**src/common/qhps_pkg.sv**
```systemverilog
// package: register map, constants and types of the qbus host port sequencer
package qhps_pkg;
  // ---------------------------------------------------------------
  // apb register byte offsets
  // ---------------------------------------------------------------
  localparam logic [7:0] A_CTRL = 8'h00;
  localparam logic [7:0] A_STAT = 8'h04;
  localparam logic [7:0] A_IP   = 8'h08;
  localparam logic [7:0] A_SA   = 8'h0c;
  localparam logic [7:0] A_DADR = 8'h10;
  localparam logic [7:0] A_DCNT = 8'h14;
  localparam logic [7:0] A_DWD  = 8'h18;
  localparam logic [7:0] A_DRD  = 8'h1c;
  localparam logic [7:0] A_VEC  = 8'h20;
  localparam logic [7:0] A_BOOT = 8'h40;
  localparam logic [7:0] A_BOOT_MASK = 8'he0;
  // ---------------------------------------------------------------
  // host address options: six base pairs, two bootstrap windows
  // ---------------------------------------------------------------
  localparam logic [7:0][21:0] ADDR_OPT = {22'h3ff200, 22'h3ff600, 22'h3ff450, 22'h3ff440,
                                            22'h3ff430, 22'h3ff420, 22'h3ff410, 22'h3ff400};
  localparam logic [7:0][21:0] ADDR_MASK = {22'h3ffff0, 22'h3ffff0, {6{22'h3ffffc}}};
  localparam logic [2:0] BOOT_OPT0 = 3'h6;
  localparam logic [2:0] BOOT_LAST = 3'h7;
  // ---------------------------------------------------------------
  // timing, datapath and condition select constants
  // ---------------------------------------------------------------
  localparam int CLK_MHZ = 100;
  localparam int TMO_NS  = 10000;
  localparam logic [9:0] TMO_CYC = 10'((TMO_NS * CLK_MHZ + 999) / 1000);
  localparam logic [1:0] RG_PCL = 2'h0;
  localparam logic [1:0] RG_PCH = 2'h1;
  localparam logic [1:0] RG_OPC = 2'h2;
  localparam logic [1:0] RG_CNT = 2'h3;
  localparam logic [21:0] DADR_STEP = 22'h000002;
  localparam logic [4:0] CB_SYNC  = 5'h00;
  localparam logic [4:0] CB_STRB  = 5'h01;
  localparam logic [4:0] CB_GRANT = 5'h02;
  localparam logic [4:0] CB_RPLY  = 5'h03;
  localparam logic [9:0] U_SLV   = 10'h040;
  localparam logic [9:0] U_VEC   = 10'h080;
  localparam logic [9:0] U_DMA   = 10'h200;
  localparam logic [9:0] U_FETCH = 10'h000;
  // ---------------------------------------------------------------
  // types
  // ---------------------------------------------------------------
  typedef enum logic [11:0] {
    ST_IDLE = 12'h001, ST_FETCH = 12'h002, ST_FETCH2 = 12'h004, ST_SLV = 12'h008,
    ST_DRV  = 12'h010, ST_DREQ  = 12'h020, ST_DADR   = 12'h040, ST_DDRV = 12'h080,
    ST_DSYN = 12'h100, ST_DDAT  = 12'h200, ST_DNXT   = 12'h400, ST_DEND = 12'h800
  } qhps_state_t;
  typedef struct packed {
    logic [20:0] rsvd;
    logic        dma_dir;
    logic        dma_go;
    logic        irq_set;
    logic [2:0]  prio;
    logic        boot_sel;
    logic        boot_en;
    logic [2:0]  base_sel;
  } qhps_ctrl_t;
  typedef struct packed {
    logic [14:0] rsvd;
    logic        bootv;
    logic        pollv;
    logic        initv;
    logic        tmo;
    logic        perr;
    logic        blk;
    logic        busy;
    logic [9:0]  uaddr;
  } qhps_stat_t;
  typedef struct packed {
    logic [21:0] dal;
    logic sync, din, dout, wtbt, iack_in, dmg_in, bref, rply, perr;
  } qhps_qin_t;
  typedef struct packed {
    logic [21:0] dal;
    logic oe_lo_n, oe_hi_n, ld_lo, ld_hi, ld_top;
    logic [3:0] irq;
    logic internal_dma_request, sack, sync, din, dout, wtbt, rply, boot_start;
  } qhps_qout_t;
  typedef struct packed {
    qhps_qin_t s1, s2;
    logic syncp, hit, a1, read_direction, bt;
    logic [2:0] bidx;
    logic hit_s, a1_s, read_direction_s, bt_s;
    logic [2:0] bidx_s;
    qhps_state_t st;
    logic [9:0] uaddr;
    qhps_ctrl_t ctrl;
    logic irqp, dgo, blk, perr, tmo, initv, pollv, bootv;
    logic [15:0] ipf, iph, saf, sah, dwd, drd, vec;
    logic [21:0] dadr;
    logic [7:0][15:0] boot;
    logic [3:0][7:0] register_arith_unit;
    logic [9:0] tcnt;
    logic [15:0] fwa;
    logic fwr;
    qhps_qout_t qo;
    logic [31:0] prdata;
    logic pready, pslverr;
  } qhps_st_t;
endpackage : qhps_pkg

```
**src/hdl/qhps_top.sv**
```systemverilog
// qbus host port and microprogrammed sequencer of a disc controller board
//
// Overview of operation
// - Provide init/poll and status/address registers; service every host access to them.
// - With auto-boot enabled, answer eight boot words at chosen base, then start bootstrap.
// - Act as slave for data-in, data-out and read-modify-write cycles only.
// - Support interrupt and dma cycles, driving full 22-bit addresses in both dma modes.
// - Decode host addresses into six base and two boot matches; links pick one base and, with auto-boot enabled, one boot window.
// - Latch chosen match with address bit 1 and direction, synchronise, start service.
// - Multiplex incoming 16-bit bus data onto the internal data bus.
// - Load outgoing latches with separate low, high and top-address strobes.
// - Enable low and high bus drivers only after latches hold outgoing data.
// - Interrupt request always raises level 4; priority links add levels 5, 6, 7.
// - Host answers with data-in and acknowledge; device then runs vector transfer.
// - Raise dma request; on grant from host, start the transfer routine.
// - After grant, assert master select acknowledge before transferring any data.
// - Use block mode when memory signals it on refresh line, else burst mode.
// - Detect memory parity and bus timeout errors during dma.
// - Dispatch store drives routine start address; next edge hands over to next-address store.
// - Next-address store steps each edge; routine end returns control to dispatch.
// - Microaddress bit 0 takes one of 22 conditions chosen per step by branch select.
// - Top microaddress bit comes from a control store output; stores decode control.
// - With nothing pending, fetch: pc to address latch, read firmware, byte to microaddress.
// - An 8-bit register and arithmetic unit holds pc, opcode and transfer count.
//
// The implementer's own choices: the APB register port and the register addresses.
`timescale 1ns/1ns
module qhps_top (
  // apb slave
  input  wire logic               pclk,
  input  wire logic               presetn,
  input  wire logic               psel,
  input  wire logic               penable,
  input  wire logic               pwrite,
  input  wire logic [7:0]         paddr,
  input  wire logic [31:0]        pwdata,
  output logic [31:0]             prdata,
  output logic                    pready,
  output logic                    pslverr,
  // qbus backplane
  input  wire qhps_pkg::qhps_qin_t qbus_rx,
  output qhps_pkg::qhps_qout_t     qbus_tx,
  // firmware prom
  output logic [15:0]             fw_addr,
  output logic                    fw_rd,
  input  wire logic [7:0]         fw_data
);
  qhps_pkg::qhps_st_t   q;
  qhps_pkg::qhps_st_t   n;
  qhps_pkg::qhps_ctrl_t wc;
  qhps_pkg::qhps_stat_t stat;
  qhps_pkg::qhps_stat_t wstat;
  logic [31:0]          rd;
  logic                 rderr;
  logic [7:0]           amatch;
  logic [23:0]          cond;
  logic [4:0]           bsel;
  logic [8:0]           alu;
  logic                 ctl_top;
  logic [15:0]          inbus;

  // 8-bit adder of the register and arithmetic unit
  function automatic logic [8:0] qhps_alu(input logic [7:0] a, input logic [7:0] b, input logic ci);
    qhps_alu = {1'b0, a} + {1'b0, b} + {8'h00, ci};
  endfunction : qhps_alu

  // ---------------------------------------------------------------
  // address decode store: one comparator per address option
  // ---------------------------------------------------------------
  for (genvar i = 0; i < 8; i++) begin : g_dec
    assign amatch[i] = ((q.s2.dal ^ qhps_pkg::ADDR_OPT[i]) & qhps_pkg::ADDR_MASK[i]) == 22'h000000;
  end

  // 22 live conditions, grouped as three 8-input selectors; top two unused
  assign cond = {2'b00, q.tmo, q.perr, q.blk, q.dgo, q.irqp, q.bt_s, q.read_direction_s, q.a1_s, q.hit_s,
                 q.initv, q.pollv, q.bootv, (q.register_arith_unit[qhps_pkg::RG_CNT] == 8'h00), q.s2.perr,
                 q.s2.bref, q.s2.iack_in, q.s2.wtbt, q.s2.dout, q.s2.rply, q.s2.dmg_in,
                 (q.s2.din | q.s2.dout), q.s2.sync};
  assign inbus = q.s2.dal[15:0];
  assign ctl_top = q.st inside {qhps_pkg::ST_DREQ, qhps_pkg::ST_DADR, qhps_pkg::ST_DDRV,
                                qhps_pkg::ST_DSYN, qhps_pkg::ST_DDAT, qhps_pkg::ST_DNXT,
                                qhps_pkg::ST_DEND};
  assign wc = qhps_pkg::qhps_ctrl_t'(pwdata);
  // clear mask read through the status layout, so event bit positions live in one place
  assign wstat = qhps_pkg::qhps_stat_t'(pwdata);

  // status word as software sees it
  always_comb begin
    stat = '0;
    stat.bootv = q.bootv;
    stat.pollv = q.pollv;
    stat.initv = q.initv;
    stat.tmo = q.tmo;
    stat.perr = q.perr;
    stat.blk = q.blk;
    stat.busy = q.dgo;
    stat.uaddr = q.uaddr;
  end

  // ---------------------------------------------------------------
  // next state: apb, address latch, sequencer
  // ---------------------------------------------------------------
  always_comb begin
    n = q;
    rd = 32'h00000000;
    rderr = 1'b0;
    bsel = qhps_pkg::CB_SYNC;
    alu = 9'h000;
    n.qo.ld_lo = 1'b0;
    n.qo.ld_hi = 1'b0;
    n.qo.ld_top = 1'b0;
    n.qo.boot_start = 1'b0;
    n.fwr = 1'b0;
    n.s1 = qbus_rx;
    n.s2 = q.s1;
    n.syncp = q.s2.sync;
    // register read mux, answered after one wait state
    case (paddr)
      qhps_pkg::A_CTRL: rd = q.ctrl;
      qhps_pkg::A_STAT: rd = stat;
      qhps_pkg::A_IP:   rd = {16'h0000, q.iph};
      qhps_pkg::A_SA:   rd = {16'h0000, q.sah};
      qhps_pkg::A_DADR: rd = {10'h000, q.dadr};
      qhps_pkg::A_DCNT: rd = {24'h000000, q.register_arith_unit[qhps_pkg::RG_CNT]};
      qhps_pkg::A_DWD:  rd = {16'h0000, q.dwd};
      qhps_pkg::A_DRD:  rd = {16'h0000, q.drd};
      qhps_pkg::A_VEC:  rd = {16'h0000, q.vec};
      default: begin
        if ((paddr & qhps_pkg::A_BOOT_MASK) == qhps_pkg::A_BOOT) rd = {16'h0000, q.boot[paddr[4:2]]};
        else rderr = 1'b1;
      end
    endcase
    n.pready = psel && penable && !q.pready;
    if (psel && penable && !q.pready) begin
      n.prdata = pwrite ? 32'h00000000 : rd;
      n.pslverr = rderr;
    end
    // writes land on the edge that samples pready high
    if (psel && penable && q.pready && pwrite) begin
      case (paddr)
        qhps_pkg::A_CTRL: begin
          n.ctrl = wc;
          n.ctrl.irq_set = 1'b0;
          n.ctrl.dma_go = 1'b0;
          if (wc.irq_set) n.irqp = 1'b1;
          if (wc.dma_go) n.dgo = 1'b1;
        end
        qhps_pkg::A_STAT: begin
          n.bootv = q.bootv & ~wstat.bootv;
          n.pollv = q.pollv & ~wstat.pollv;
          n.initv = q.initv & ~wstat.initv;
        end
        qhps_pkg::A_IP:   n.ipf = pwdata[15:0];
        qhps_pkg::A_SA:   n.saf = pwdata[15:0];
        qhps_pkg::A_DADR: n.dadr = pwdata[21:0];
        qhps_pkg::A_DCNT: n.register_arith_unit[qhps_pkg::RG_CNT] = pwdata[7:0];
        qhps_pkg::A_DWD:  n.dwd = pwdata[15:0];
        qhps_pkg::A_VEC:  n.vec = pwdata[15:0];
        default: if ((paddr & qhps_pkg::A_BOOT_MASK) == qhps_pkg::A_BOOT) n.boot[paddr[4:2]] = pwdata[15:0];
      endcase
    end
    // address latch on a host sync edge, then the synchronising stage
    if (q.s2.sync && !q.syncp && !q.qo.sack) begin
      n.hit = amatch[q.ctrl.base_sel] | (q.ctrl.boot_en & amatch[qhps_pkg::BOOT_OPT0 + {2'b00, q.ctrl.boot_sel}]);
      n.bt = !amatch[q.ctrl.base_sel];
      n.a1 = q.s2.dal[1];
      n.bidx = q.s2.dal[3:1];
      n.read_direction = !q.s2.wtbt;
    end
    n.hit_s = q.hit;
    n.a1_s = q.a1;
    n.read_direction_s = q.read_direction;
    n.bt_s = q.bt;
    n.bidx_s = q.bidx;
    // microaddress: successor from next-address store, bit 0 from the branch select
    if (q.st != qhps_pkg::ST_IDLE) n.uaddr = {ctl_top, q.uaddr[8:1] + 8'h01, 1'b0};
    unique case (q.st)
      qhps_pkg::ST_IDLE: begin
        // dispatch store: pick a routine and drive its start address
        if (q.hit_s) begin
          n.uaddr = qhps_pkg::U_SLV;
          n.st = qhps_pkg::ST_SLV;
        end else if (q.irqp && q.s2.iack_in && q.s2.din) begin
          n.uaddr = qhps_pkg::U_VEC;
          n.qo.dal[7:0] = q.vec[7:0];
          n.qo.dal[15:8] = q.vec[15:8];
          n.qo.ld_lo = 1'b1;
          n.qo.ld_hi = 1'b1;
          n.irqp = 1'b0;
          n.st = qhps_pkg::ST_DRV;
        end else if (q.dgo) begin
          n.uaddr = qhps_pkg::U_DMA;
          n.perr = 1'b0;
          n.tmo = 1'b0;
          n.st = qhps_pkg::ST_DREQ;
        end else begin
          n.uaddr = qhps_pkg::U_FETCH;
          n.st = qhps_pkg::ST_FETCH;
        end
      end
      qhps_pkg::ST_FETCH: begin
        // program counter to the firmware address latch, read strobe on the same edge
        n.fwa = {q.register_arith_unit[qhps_pkg::RG_PCH], q.register_arith_unit[qhps_pkg::RG_PCL]};
        n.fwr = 1'b1;
        alu = qhps_alu(q.register_arith_unit[qhps_pkg::RG_PCL], 8'h01, 1'b0);
        n.register_arith_unit[qhps_pkg::RG_PCL] = alu[7:0];
        n.register_arith_unit[qhps_pkg::RG_PCH] = 8'(qhps_alu(q.register_arith_unit[qhps_pkg::RG_PCH], 8'h00, alu[8]));
        n.st = qhps_pkg::ST_FETCH2;
      end
      qhps_pkg::ST_FETCH2: begin
        n.register_arith_unit[qhps_pkg::RG_OPC] = fw_data;
        n.uaddr = {2'b00, fw_data};
        n.st = qhps_pkg::ST_IDLE;
      end
      qhps_pkg::ST_SLV: begin
        bsel = qhps_pkg::CB_STRB;
        if (q.s2.din && q.read_direction_s) begin
          n.qo.dal[15:0] = q.bt_s ? q.boot[q.bidx_s] : (q.a1_s ? q.saf : q.ipf);
          n.qo.ld_lo = 1'b1;
          n.qo.ld_hi = 1'b1;
          if (!q.bt_s && !q.a1_s) n.pollv = 1'b1;
          if (q.bt_s && q.bidx_s == qhps_pkg::BOOT_LAST) begin
            n.qo.boot_start = 1'b1;
            n.bootv = 1'b1;
          end
          n.st = qhps_pkg::ST_DRV;
        end else if (q.s2.dout) begin
          if (!q.bt_s && q.a1_s) n.sah = inbus;
          if (!q.bt_s && !q.a1_s) begin
            n.iph = inbus;
            n.initv = 1'b1;
          end
          n.qo.rply = 1'b1;
          n.st = qhps_pkg::ST_DRV;
        end else if (!q.s2.sync) begin
          n.hit = 1'b0;
          n.hit_s = 1'b0;
          n.st = qhps_pkg::ST_IDLE;
        end
      end
      qhps_pkg::ST_DRV: begin
        // drivers go on only the cycle after the latches were loaded
        bsel = qhps_pkg::CB_STRB;
        if (q.qo.ld_lo) begin
          n.qo.oe_lo_n = 1'b0;
          n.qo.oe_hi_n = 1'b0;
        end
        n.qo.rply = 1'b1;
        if (!q.s2.din && !q.s2.dout) begin
          n.qo.oe_lo_n = 1'b1;
          n.qo.oe_hi_n = 1'b1;
          n.qo.rply = 1'b0;
          n.st = q.hit_s ? qhps_pkg::ST_SLV : qhps_pkg::ST_IDLE;
        end
      end
      qhps_pkg::ST_DREQ: begin
        bsel = qhps_pkg::CB_GRANT;
        n.qo.internal_dma_request = 1'b1;
        if (q.s2.dmg_in) begin
          n.qo.internal_dma_request = 1'b0;
          n.qo.sack = 1'b1;
          n.st = qhps_pkg::ST_DADR;
        end
      end
      qhps_pkg::ST_DADR: begin
        n.qo.dal = q.dadr;
        n.qo.ld_lo = 1'b1;
        n.qo.ld_hi = 1'b1;
        n.qo.ld_top = 1'b1;
        n.qo.wtbt = q.ctrl.dma_dir;
        n.st = qhps_pkg::ST_DDRV;
      end
      qhps_pkg::ST_DDRV: begin
        n.qo.oe_lo_n = 1'b0;
        n.qo.oe_hi_n = 1'b0;
        n.st = qhps_pkg::ST_DSYN;
      end
      qhps_pkg::ST_DSYN: begin
        n.qo.sync = 1'b1;
        n.blk = 1'b0; // refresh line is only meaningful once memory has seen sync
        if (q.ctrl.dma_dir) begin
          n.qo.dal[15:0] = q.dwd;
          n.qo.ld_lo = 1'b1;
          n.qo.ld_hi = 1'b1;
        end else begin
          n.qo.oe_lo_n = 1'b1;
          n.qo.oe_hi_n = 1'b1;
        end
        n.tcnt = 10'h000;
        n.st = qhps_pkg::ST_DDAT;
      end
      qhps_pkg::ST_DDAT: begin
        bsel = qhps_pkg::CB_RPLY;
        n.qo.din = !q.ctrl.dma_dir;
        n.qo.dout = q.ctrl.dma_dir;
        n.tcnt = q.tcnt + 10'h001;
        if (q.s2.rply) begin
          if (!q.ctrl.dma_dir) n.drd = inbus;
          if (!q.ctrl.dma_dir && q.s2.perr) n.perr = 1'b1;
          n.blk = q.s2.bref;
          n.register_arith_unit[qhps_pkg::RG_CNT] = 8'(qhps_alu(q.register_arith_unit[qhps_pkg::RG_CNT], 8'hff, 1'b0));
          n.qo.din = 1'b0;
          n.qo.dout = 1'b0;
          n.st = qhps_pkg::ST_DNXT;
        end else if (q.tcnt == qhps_pkg::TMO_CYC - 10'h001) begin
          n.tmo = 1'b1;
          n.st = qhps_pkg::ST_DEND;
        end
      end
      qhps_pkg::ST_DNXT: begin
        bsel = qhps_pkg::CB_RPLY;
        if (!q.s2.rply) begin
          n.dadr = q.dadr + qhps_pkg::DADR_STEP;
          n.tcnt = 10'h000;
          if (q.perr || q.register_arith_unit[qhps_pkg::RG_CNT] == 8'h00) begin
            n.st = qhps_pkg::ST_DEND;
          end else if (q.blk) begin
            if (q.ctrl.dma_dir) begin
              n.qo.dal[15:0] = q.dwd;
              n.qo.ld_lo = 1'b1;
              n.qo.ld_hi = 1'b1;
            end
            n.st = qhps_pkg::ST_DDAT;
          end else begin
            n.qo.sync = 1'b0;
            n.qo.oe_lo_n = 1'b1;
            n.qo.oe_hi_n = 1'b1;
            n.st = qhps_pkg::ST_DADR;
          end
        end
      end
      qhps_pkg::ST_DEND: begin
        // hand the bus back to the host
        n.qo.internal_dma_request = 1'b0;
        n.qo.sack = 1'b0;
        n.qo.sync = 1'b0;
        n.qo.din = 1'b0;
        n.qo.dout = 1'b0;
        n.qo.wtbt = 1'b0;
        n.qo.oe_lo_n = 1'b1;
        n.qo.oe_hi_n = 1'b1;
        n.dgo = 1'b0;
        n.st = qhps_pkg::ST_IDLE;
      end
    endcase
    if (q.st != qhps_pkg::ST_IDLE && q.st != qhps_pkg::ST_FETCH2) n.uaddr[0] = cond[bsel];
    // level 4 always, upper levels as the priority links allow
    n.qo.irq = {n.ctrl.prio & {3{n.irqp}}, n.irqp};
  end

  // state register; reset leaves drivers off
  always_ff @(posedge pclk or negedge presetn) begin
    if (!presetn) begin
      q <= '0;
      q.st <= qhps_pkg::ST_IDLE;
      q.qo.oe_lo_n <= 1'b1;
      q.qo.oe_hi_n <= 1'b1;
    end else begin
      q <= n;
    end
  end

  assign prdata = q.prdata;
  assign pready = q.pready;
  assign pslverr = q.pslverr;
  assign qbus_tx = q.qo;
  assign fw_addr = q.fwa;
  assign fw_rd = q.fwr;
endmodule : qhps_top

```
**config.mk**
```make
export PLATFORM = sky130hd
export DESIGN_NAME = qhps_top
export DESIGN_NICKNAME = d
export VERILOG_FILES = /design/src/common/qhps_pkg.sv /design/src/hdl/qhps_top.sv
export SDC_FILE = /design/constraint.sdc
export NUM_CORES = 1
export LEC_CHECK = 0
export BUFFER_PORTS_ARGS = -buffer_cell sky130_fd_sc_hd__buf_2
export CAP_MARGIN = 0
export CORE_MARGIN = 2
export CORE_UTILIZATION = 61
export DETAILED_ROUTE_END_ITERATION = 6
export GPL_TIMING_DRIVEN = 0
export PLACE_DENSITY = 0.81
export SLEW_MARGIN = 20
export SYNTH_ARGS = -nofsm -noshare
export SYNTH_HDL_FRONTEND = slang
export SYNTH_SLANG_ARGS = --single-unit
export TNS_END_PERCENT = 50
```
**constraint.sdc**
```tcl
create_clock -name pclk -period 3.2 [get_ports pclk]
set_input_delay 0.48 -clock pclk [delete_from_list [all_inputs] [get_ports pclk]]
set_output_delay 0.48 -clock pclk [all_outputs]
set_load 0.05 [all_outputs]
```
==> results of run 1 <==
-- sequential cells by signal, summed over array words and instances (netlist names) --
signal / cells
fw_addr: 16
inbus: 16
pslverr: 1
n: 36
cond: 18
pready: 1
prdata: 32
fw_rd: 1
q: 360
qbus_tx: 37
-- critical path: cells and delay by family --
kind | cells | cell delay [ns]
AO/OA/AOI/OAI | 2 | 1.03
buffers and inverters | 4 | 2.03
multiplexers | 1 | 0.25
-- how the worst max path moves through the flow --
stage,slack (ns),cells past startpoint,to
CTS,-0.17,9,qbus_tx[20]
detailed placement,-0.46,8,prdata[15]
floorplan,0.59,8,prdata[15]
global route,-0.13,7,q[376]
global placement,-8.58,1,q[241]
finish,-0.05,7,prdata[15]
-- synth_stat cells (30+ instances only) --
cell and count:
a211oi_1 31, a21oi_1 47, buf_2 38, buf_4 87, clkbuf_1 83, dfrtp_1 516
mux2_2 344, mux4_2 40, nand2_1 238, nand3_1 40, nor2_1 88, nor2b_1 30
nor3_1 33, o21ai_0 72, o22ai_1 39
-- logic make-up (layout without fill, tap and decap cells) --
logic type                 Yosys count  count (layout)  synth area share
muxes                              413             413             0.203
buffers and inverters              244             555            0.0527
AOI/OAI and AO/OA                  348             348            0.0954
xor gates and xnor gates            31              31            0.0109
adders and majority gates            7               7           0.00351
DFF                                518             518             0.520
and+or+nand+nor                    567             567             0.115
-- layer usage --
metal	share of wire	track usage	routed length (um)	vias up
met3	0.11	0.0970	8430	280
met1	0.39	0.510	30600	9903
met2	0.45	0.559	35400	1191
li1	-	-	-	8197
met5	0.00015	0	12	-
met4	0.056	0.196	4460	2
-- repair_timing --
action | CTS | global route
setup endpoints to repair | 51 | 89
setup buffers | 0 | 1
pin swaps | 0 | 1
hold buffers | 32 | 0
resized for setup | 7 | 27
endpoints found under the hold margin | 67 | 0
-- power by group --
part	internal, W	leakage (nW)	total, W	switching, W
logic	0.000362	6.23	0.00115	0.000785
registers	0.00669	6.99	0.00683	0.000141
clock network	0.00406	0.937	0.00682	0.00277
total	0.0111	14.2	0.0148	0.00369
-- layout make-up --
class / count / area, um2 / area share
flip-flops and latches: 518 / 13000 / 0.446
multi-input cells: 1366 / 10800 / 0.372
clock buffers: 72 / 1580 / 0.0545
repair buffers: 210 / 1360 / 0.0467
plain buffers: 226 / 1250 / 0.0431
well taps: 532 / 666 / 0.0229
clock inverters: 30 / 367 / 0.0126
inverters: 17 / 63.8 / 0.00220
-- per-stage QoR --
stage	util	instances	setup TNS, ns
floorplan	-	2128	0
global placement	0.653	2831	-4433.10
detailed placement	0.657	2837	-33.13
CTS	0.714	2970	-0.695
global route	0.717	2971	-1.36
finish	0.717	2971	-0.106
-- layout by cell type, fill, tap and decap left out, drive strengths merged, types with 20 or more instances in the layout --
master         n
nor3          37
a22o          25
nand2        240
mux2         344
nand3         40
nand4         21
xnor2         20
dfrtp        516
clkbuf       155
nor2          89
o21ai         72
dlygate4sd3   32
nor2b         30
nor4          27
o22ai         39
a22oi         21
mux4          40
a221oi        22
a21oi         47
a31oi         21
mux2i         29
a211oi        31
buf          321
==> impl_metrics.ini, run 1 <==
[outcome]
status = finished, violations left
violations = negative setup slack

[yosys]
synth.avg_cell_area_um2 = 11.7
ys_types = 82
synth_area_um2 = 24900
synth_top_area_cell = dfrtp_1
synthArstFlopShare = 1.00
synth_cells = 2128
ys_seq_area_frac = 0.520
syn_nets = 2219
yosys_warnings = 0
synth_top_area_frac = 0.518
synth_seq_cells = 518
synth_edf_count = 0
synth_top_flop_cell = dfrtp_1
synthTopCellsByArea = dfrtp_1 52%, mux2_2 16%, mux4_2 3.6%

[drt]
dr.pass1.iters = 5
wl_per_cell_um = 26.6
postRouteAntennaNets = 0
vias = 19600
via_per_inst = 6.59
wirelength_um = 79000
first_iter_violations = 2105
drc = 0

[worst_setup_path]
end_kind = flip-flop
startpoint = paddr[3]
crit_top_cell = buf_2
crit_type = input port to flip-flop
start_kind = input port
crit_fanout = 10
cp.arrival_ns = 3.80
worstPathRequired_ns = 3.75
timing.rr.end = qbus_tx[23]
rr_worst_depth = 9
crit_path_cell_trace = buf_2, buf_1, buf_2, clkbuf_1, mux2i_1, o311ai_0, a22o_1
r2r_slack_ns = -0.02
worstReg2RegStart = q[457]
slowest_stage = o311ai_0
cp_slowest_stage_delay_ns = 0.80

[cells_and_area]
n_antenna_cell = 0
fillerInstances = 2854
stdcell_area_um2 = 29100
finalNetCount = 2484
drive_gt1_frac = 0.347
area_delta_synth_final_pct = 16.5

[power_and_ir_drop]
vdd_drop_max_mv = 0.613
p_leak_nw = 14.2
total_power_w = 0.0148
powerDensity_nw_per_um2 = 509

[timing]
fmax_mhz = 308
finalSetupViolations = 5
finClkSkew_ns = 0.0107
hold_viol = 0
drv_slew = 0
relSlewSlack = 0.274
timing.final.crit_period_ns = 3.25
holdWs_ns = 0.0852
fin_crit_sh = 1.01
worst_slew_pin_slew_ns = 1.09
rsz0062_at_grt = yes
setup_ws_ns = -0.0455

[die]
die_y_um = 206
die_area_um2 = 42500
coreArea_um2 = 40600
initial_utilization = 0.615
ios = 174
die_w_um = 206
rows = 74

[grt]
grt_max_degree = 99
overflow = 0
grt_pass1_wl_um = 118000
antenna_found_initial = 3
track_usage = 0.375
grt_pass1_vias = 19400

[placed_design]
placedInstanceArea_um2 = 26700
io_buffers = 171
place_ws_ns = -0.461
dp_hpwl_um = 56500
gp_congestion = 0.985

[run]
max_cap_violations = 0

[min_path]
hold_path_end = q[438]
whs_path_depth = 3
hold_start = fw_data[4]
hold_path_class = input port to flip-flop

[clocking]
cts-root-buf = clkbuf_16
cts_sinks = 518
path_clk_slew_ns = 0.06
h-tree-depth = 2
cts_tree = done
insertion_delay_ns = 0.62
cts_buffer_depth = 3
numCtsBuffers = 54
No activity file was read; power rests on OpenSTA's default activity.
==> inputs of run 2 (changes only) <==
--- a/config.mk
+++ b/config.mk
@@ -10,7 +10,6 @@
 export CORE_MARGIN = 2
 export CORE_UTILIZATION = 61
 export DETAILED_ROUTE_END_ITERATION = 6
-export GPL_TIMING_DRIVEN = 0
 export PLACE_DENSITY = 0.81
 export SLEW_MARGIN = 20
 export SYNTH_ARGS = -nofsm -noshare
==> run 2 against run 1 <==
Net effect: count of clock-buffer cells in the layout did not move; via count down 4.2%; cell area down 2.2%; critical path type is now flip-flop to flip-flop; sequential power is essentially flat; combinational power down 12%; wire length is 7.9% lower; worst hold slack better by 0.010 ns; critical path depth is the same; largest cell class unchanged; the run ends with design-rule violations left; non-clock buffer count fell by 132; die area did not move; register-to-register slack improved by 0.23 ns; global-route usage fell by 2.4 points.
==> impl_metrics.ini, run 2 (synthesis results as in run 1) <==
[clocking]
insertion_delay_ns = 0.62
post_cts_buffers = 0
h-tree-depth = 2
cts_sinks = 518
cts_tree = done
path_clk_slew_ns = 0.07
cts_buffer_depth = 3
cts-root-buf = clkbuf_16
numCtsBuffers = 52

[die]
die_y_um = 206
die_area_um2 = 42500
coreArea_um2 = 40600
rows = 74
die_w_um = 206
initial_utilization = 0.615
ios = 174

[worst_setup_path]
crit_fanout = 20
worstReg2RegStart = q[445]
rr_worst_depth = 7
worstPathRequired_ns = 3.72
start_kind = flip-flop
end_kind = flip-flop
cp.arrival_ns = 3.51
r2r_slack_ns = 0.21
timing.rr.end = q[266]
crit_type = flip-flop to flip-flop

[cells_and_area]
largest_reg_flops = 360
area_delta_synth_final_pct = 13.9
finalNetCount = 2350
stdcell_area_um2 = 28400
layout_commonest_cell = dfrtp_1
final_cell_mix = 515 x dfrtp_1, 344 x mux2_2, 238 x nand2_1, 171 x buf_2, 90 x buf_4
drive_gt1_frac = 0.339
largest-register = q

[placed_design]
gp_congestion = 0.995
io_buffers = 173
placedInstanceArea_um2 = 26100
place_ws_ns = 0.331
dp_hpwl_um = 49700

[min_path]
hold_start = fw_data[2]
hold_path_class = input port to flip-flop
hold_path_end = q[436]
whs_path_depth = 3

[run]
max_cap_violations = 0

[power_and_ir_drop]
internal_power_w = 0.0113
p_leak_nw = 13.8
powerDensity_nw_per_um2 = 518
clockPowerShare = 0.467
sw_frac_of_total = 0.234
vdd_drop_max_mv = 0.568
pwr-share-seq = 0.465
netSwitchingPower_w = 0.00345
share_comb_of_total_power = 0.069

[timing]
rsz0062_at_grt = no
timing.final.crit_period_ns = 2.99
finalSetupViolations = 0
worst_slew_pin_slew_ns = 1.14
holdWs_ns = 0.0954
drv_slew = 0
setup_ws_ns = 0.213
setup_tns_ns = 0
hold_viol = 0
relSlewSlack = 0.238
fmax_mhz = 335
finClkSkew_ns = 0.0233
fin_crit_sh = 0.933

[drt]
drc = 2
first_iter_violations = 2279
wirelength_um = 72800
wl_per_cell_um = 25.7
via_per_inst = 6.62
dr.pass1.iters = 7
postRouteAntennaNets = 0
vias = 18800

[grt]
grt_pass1_vias = 18700
track_usage = 0.351
antenna_found_initial = 1
grt_pass1_wl_um = 111000
overflow = 0
grt_max_degree = 94

[outcome]
status = finished, violations left
violations = design-rule violations
-- run 2: power groups by stage --
| stage | clock, W | combinational (W) | sequential [W] |
|---|---|---|---|
| finish | 0.00687 | 0.00101 | 0.00685 |
| global route | 0.00720 | 0.00108 | 0.00686 |
| CTS | 0.00693 | 0.00100 | 0.00684 |
| detailed placement | 0 | 0.000967 | 0.00696 |
| global placement | 0 | 0.000948 | 0.00695 |
| floorplan | 0 | 0.000571 | 0.00690 |
-- run 2: worst max-delay path: stages, from the launching register on --
cell      delay (ns)
dfrtp_1         0.49
or4_1           0.74
nor3_4          0.44
nand2b_1        0.40
nand3_1         0.22
buf_4           0.27
nor2_1          0.07
a311oi_1        0.26
-- run 2: area by class of cell --
cell class | instances | area [um2]
diodes | 2 | 5.00
clock buffers | 72 | 1540
clock inverters | 23 | 412
fillers | 2816 | 12100
inverters | 17 | 63.8
multi-input cells | 1366 | 10700
flip-flops and latches | 518 | 13000
well taps | 532 | 666
repair buffers | 304 | 2070
-- run 2: worst max path at each step --
stage | startpoint | end | cells past startpoint
finish | q[445] | q[266] | 7
global route | q[445] | q[266] | 7
CTS | q[445] | q[266] | 7
detailed placement | q[445] | q[266] | 7
global placement | q[445] | q[266] | 7
floorplan | paddr[2] | prdata[15] | 8
-- run 2: timing repair --
action | 4_1_cts | 5_1_grt
resized for setup | 0 | 0
setup endpoints to repair | 0 | 0
hold buffers | 32 | 0
hold endpoints to repair | 109 | 0
-- run 2: per-stage QoR --
stage | util | total power (W) | std cells
floorplan | - | 0.00747 | 2128
global placement | 0.645 | 0.00790 | 2705
detailed placement | 0.645 | 0.00792 | 2705
CTS | 0.701 | 0.0148 | 2832
global route | 0.701 | 0.0151 | 2832
finish | 0.701 | 0.0147 | 2834
-- run 2: per-layer routing --
layer	wire length, um	vias to the layer above	GRT usage
li1	-	7919	-
met1	28700	9507	0.481
met2	33400	1102	0.535
met3	7260	222	0.0787
met4	3400	0	0.165
met5	0	-	0
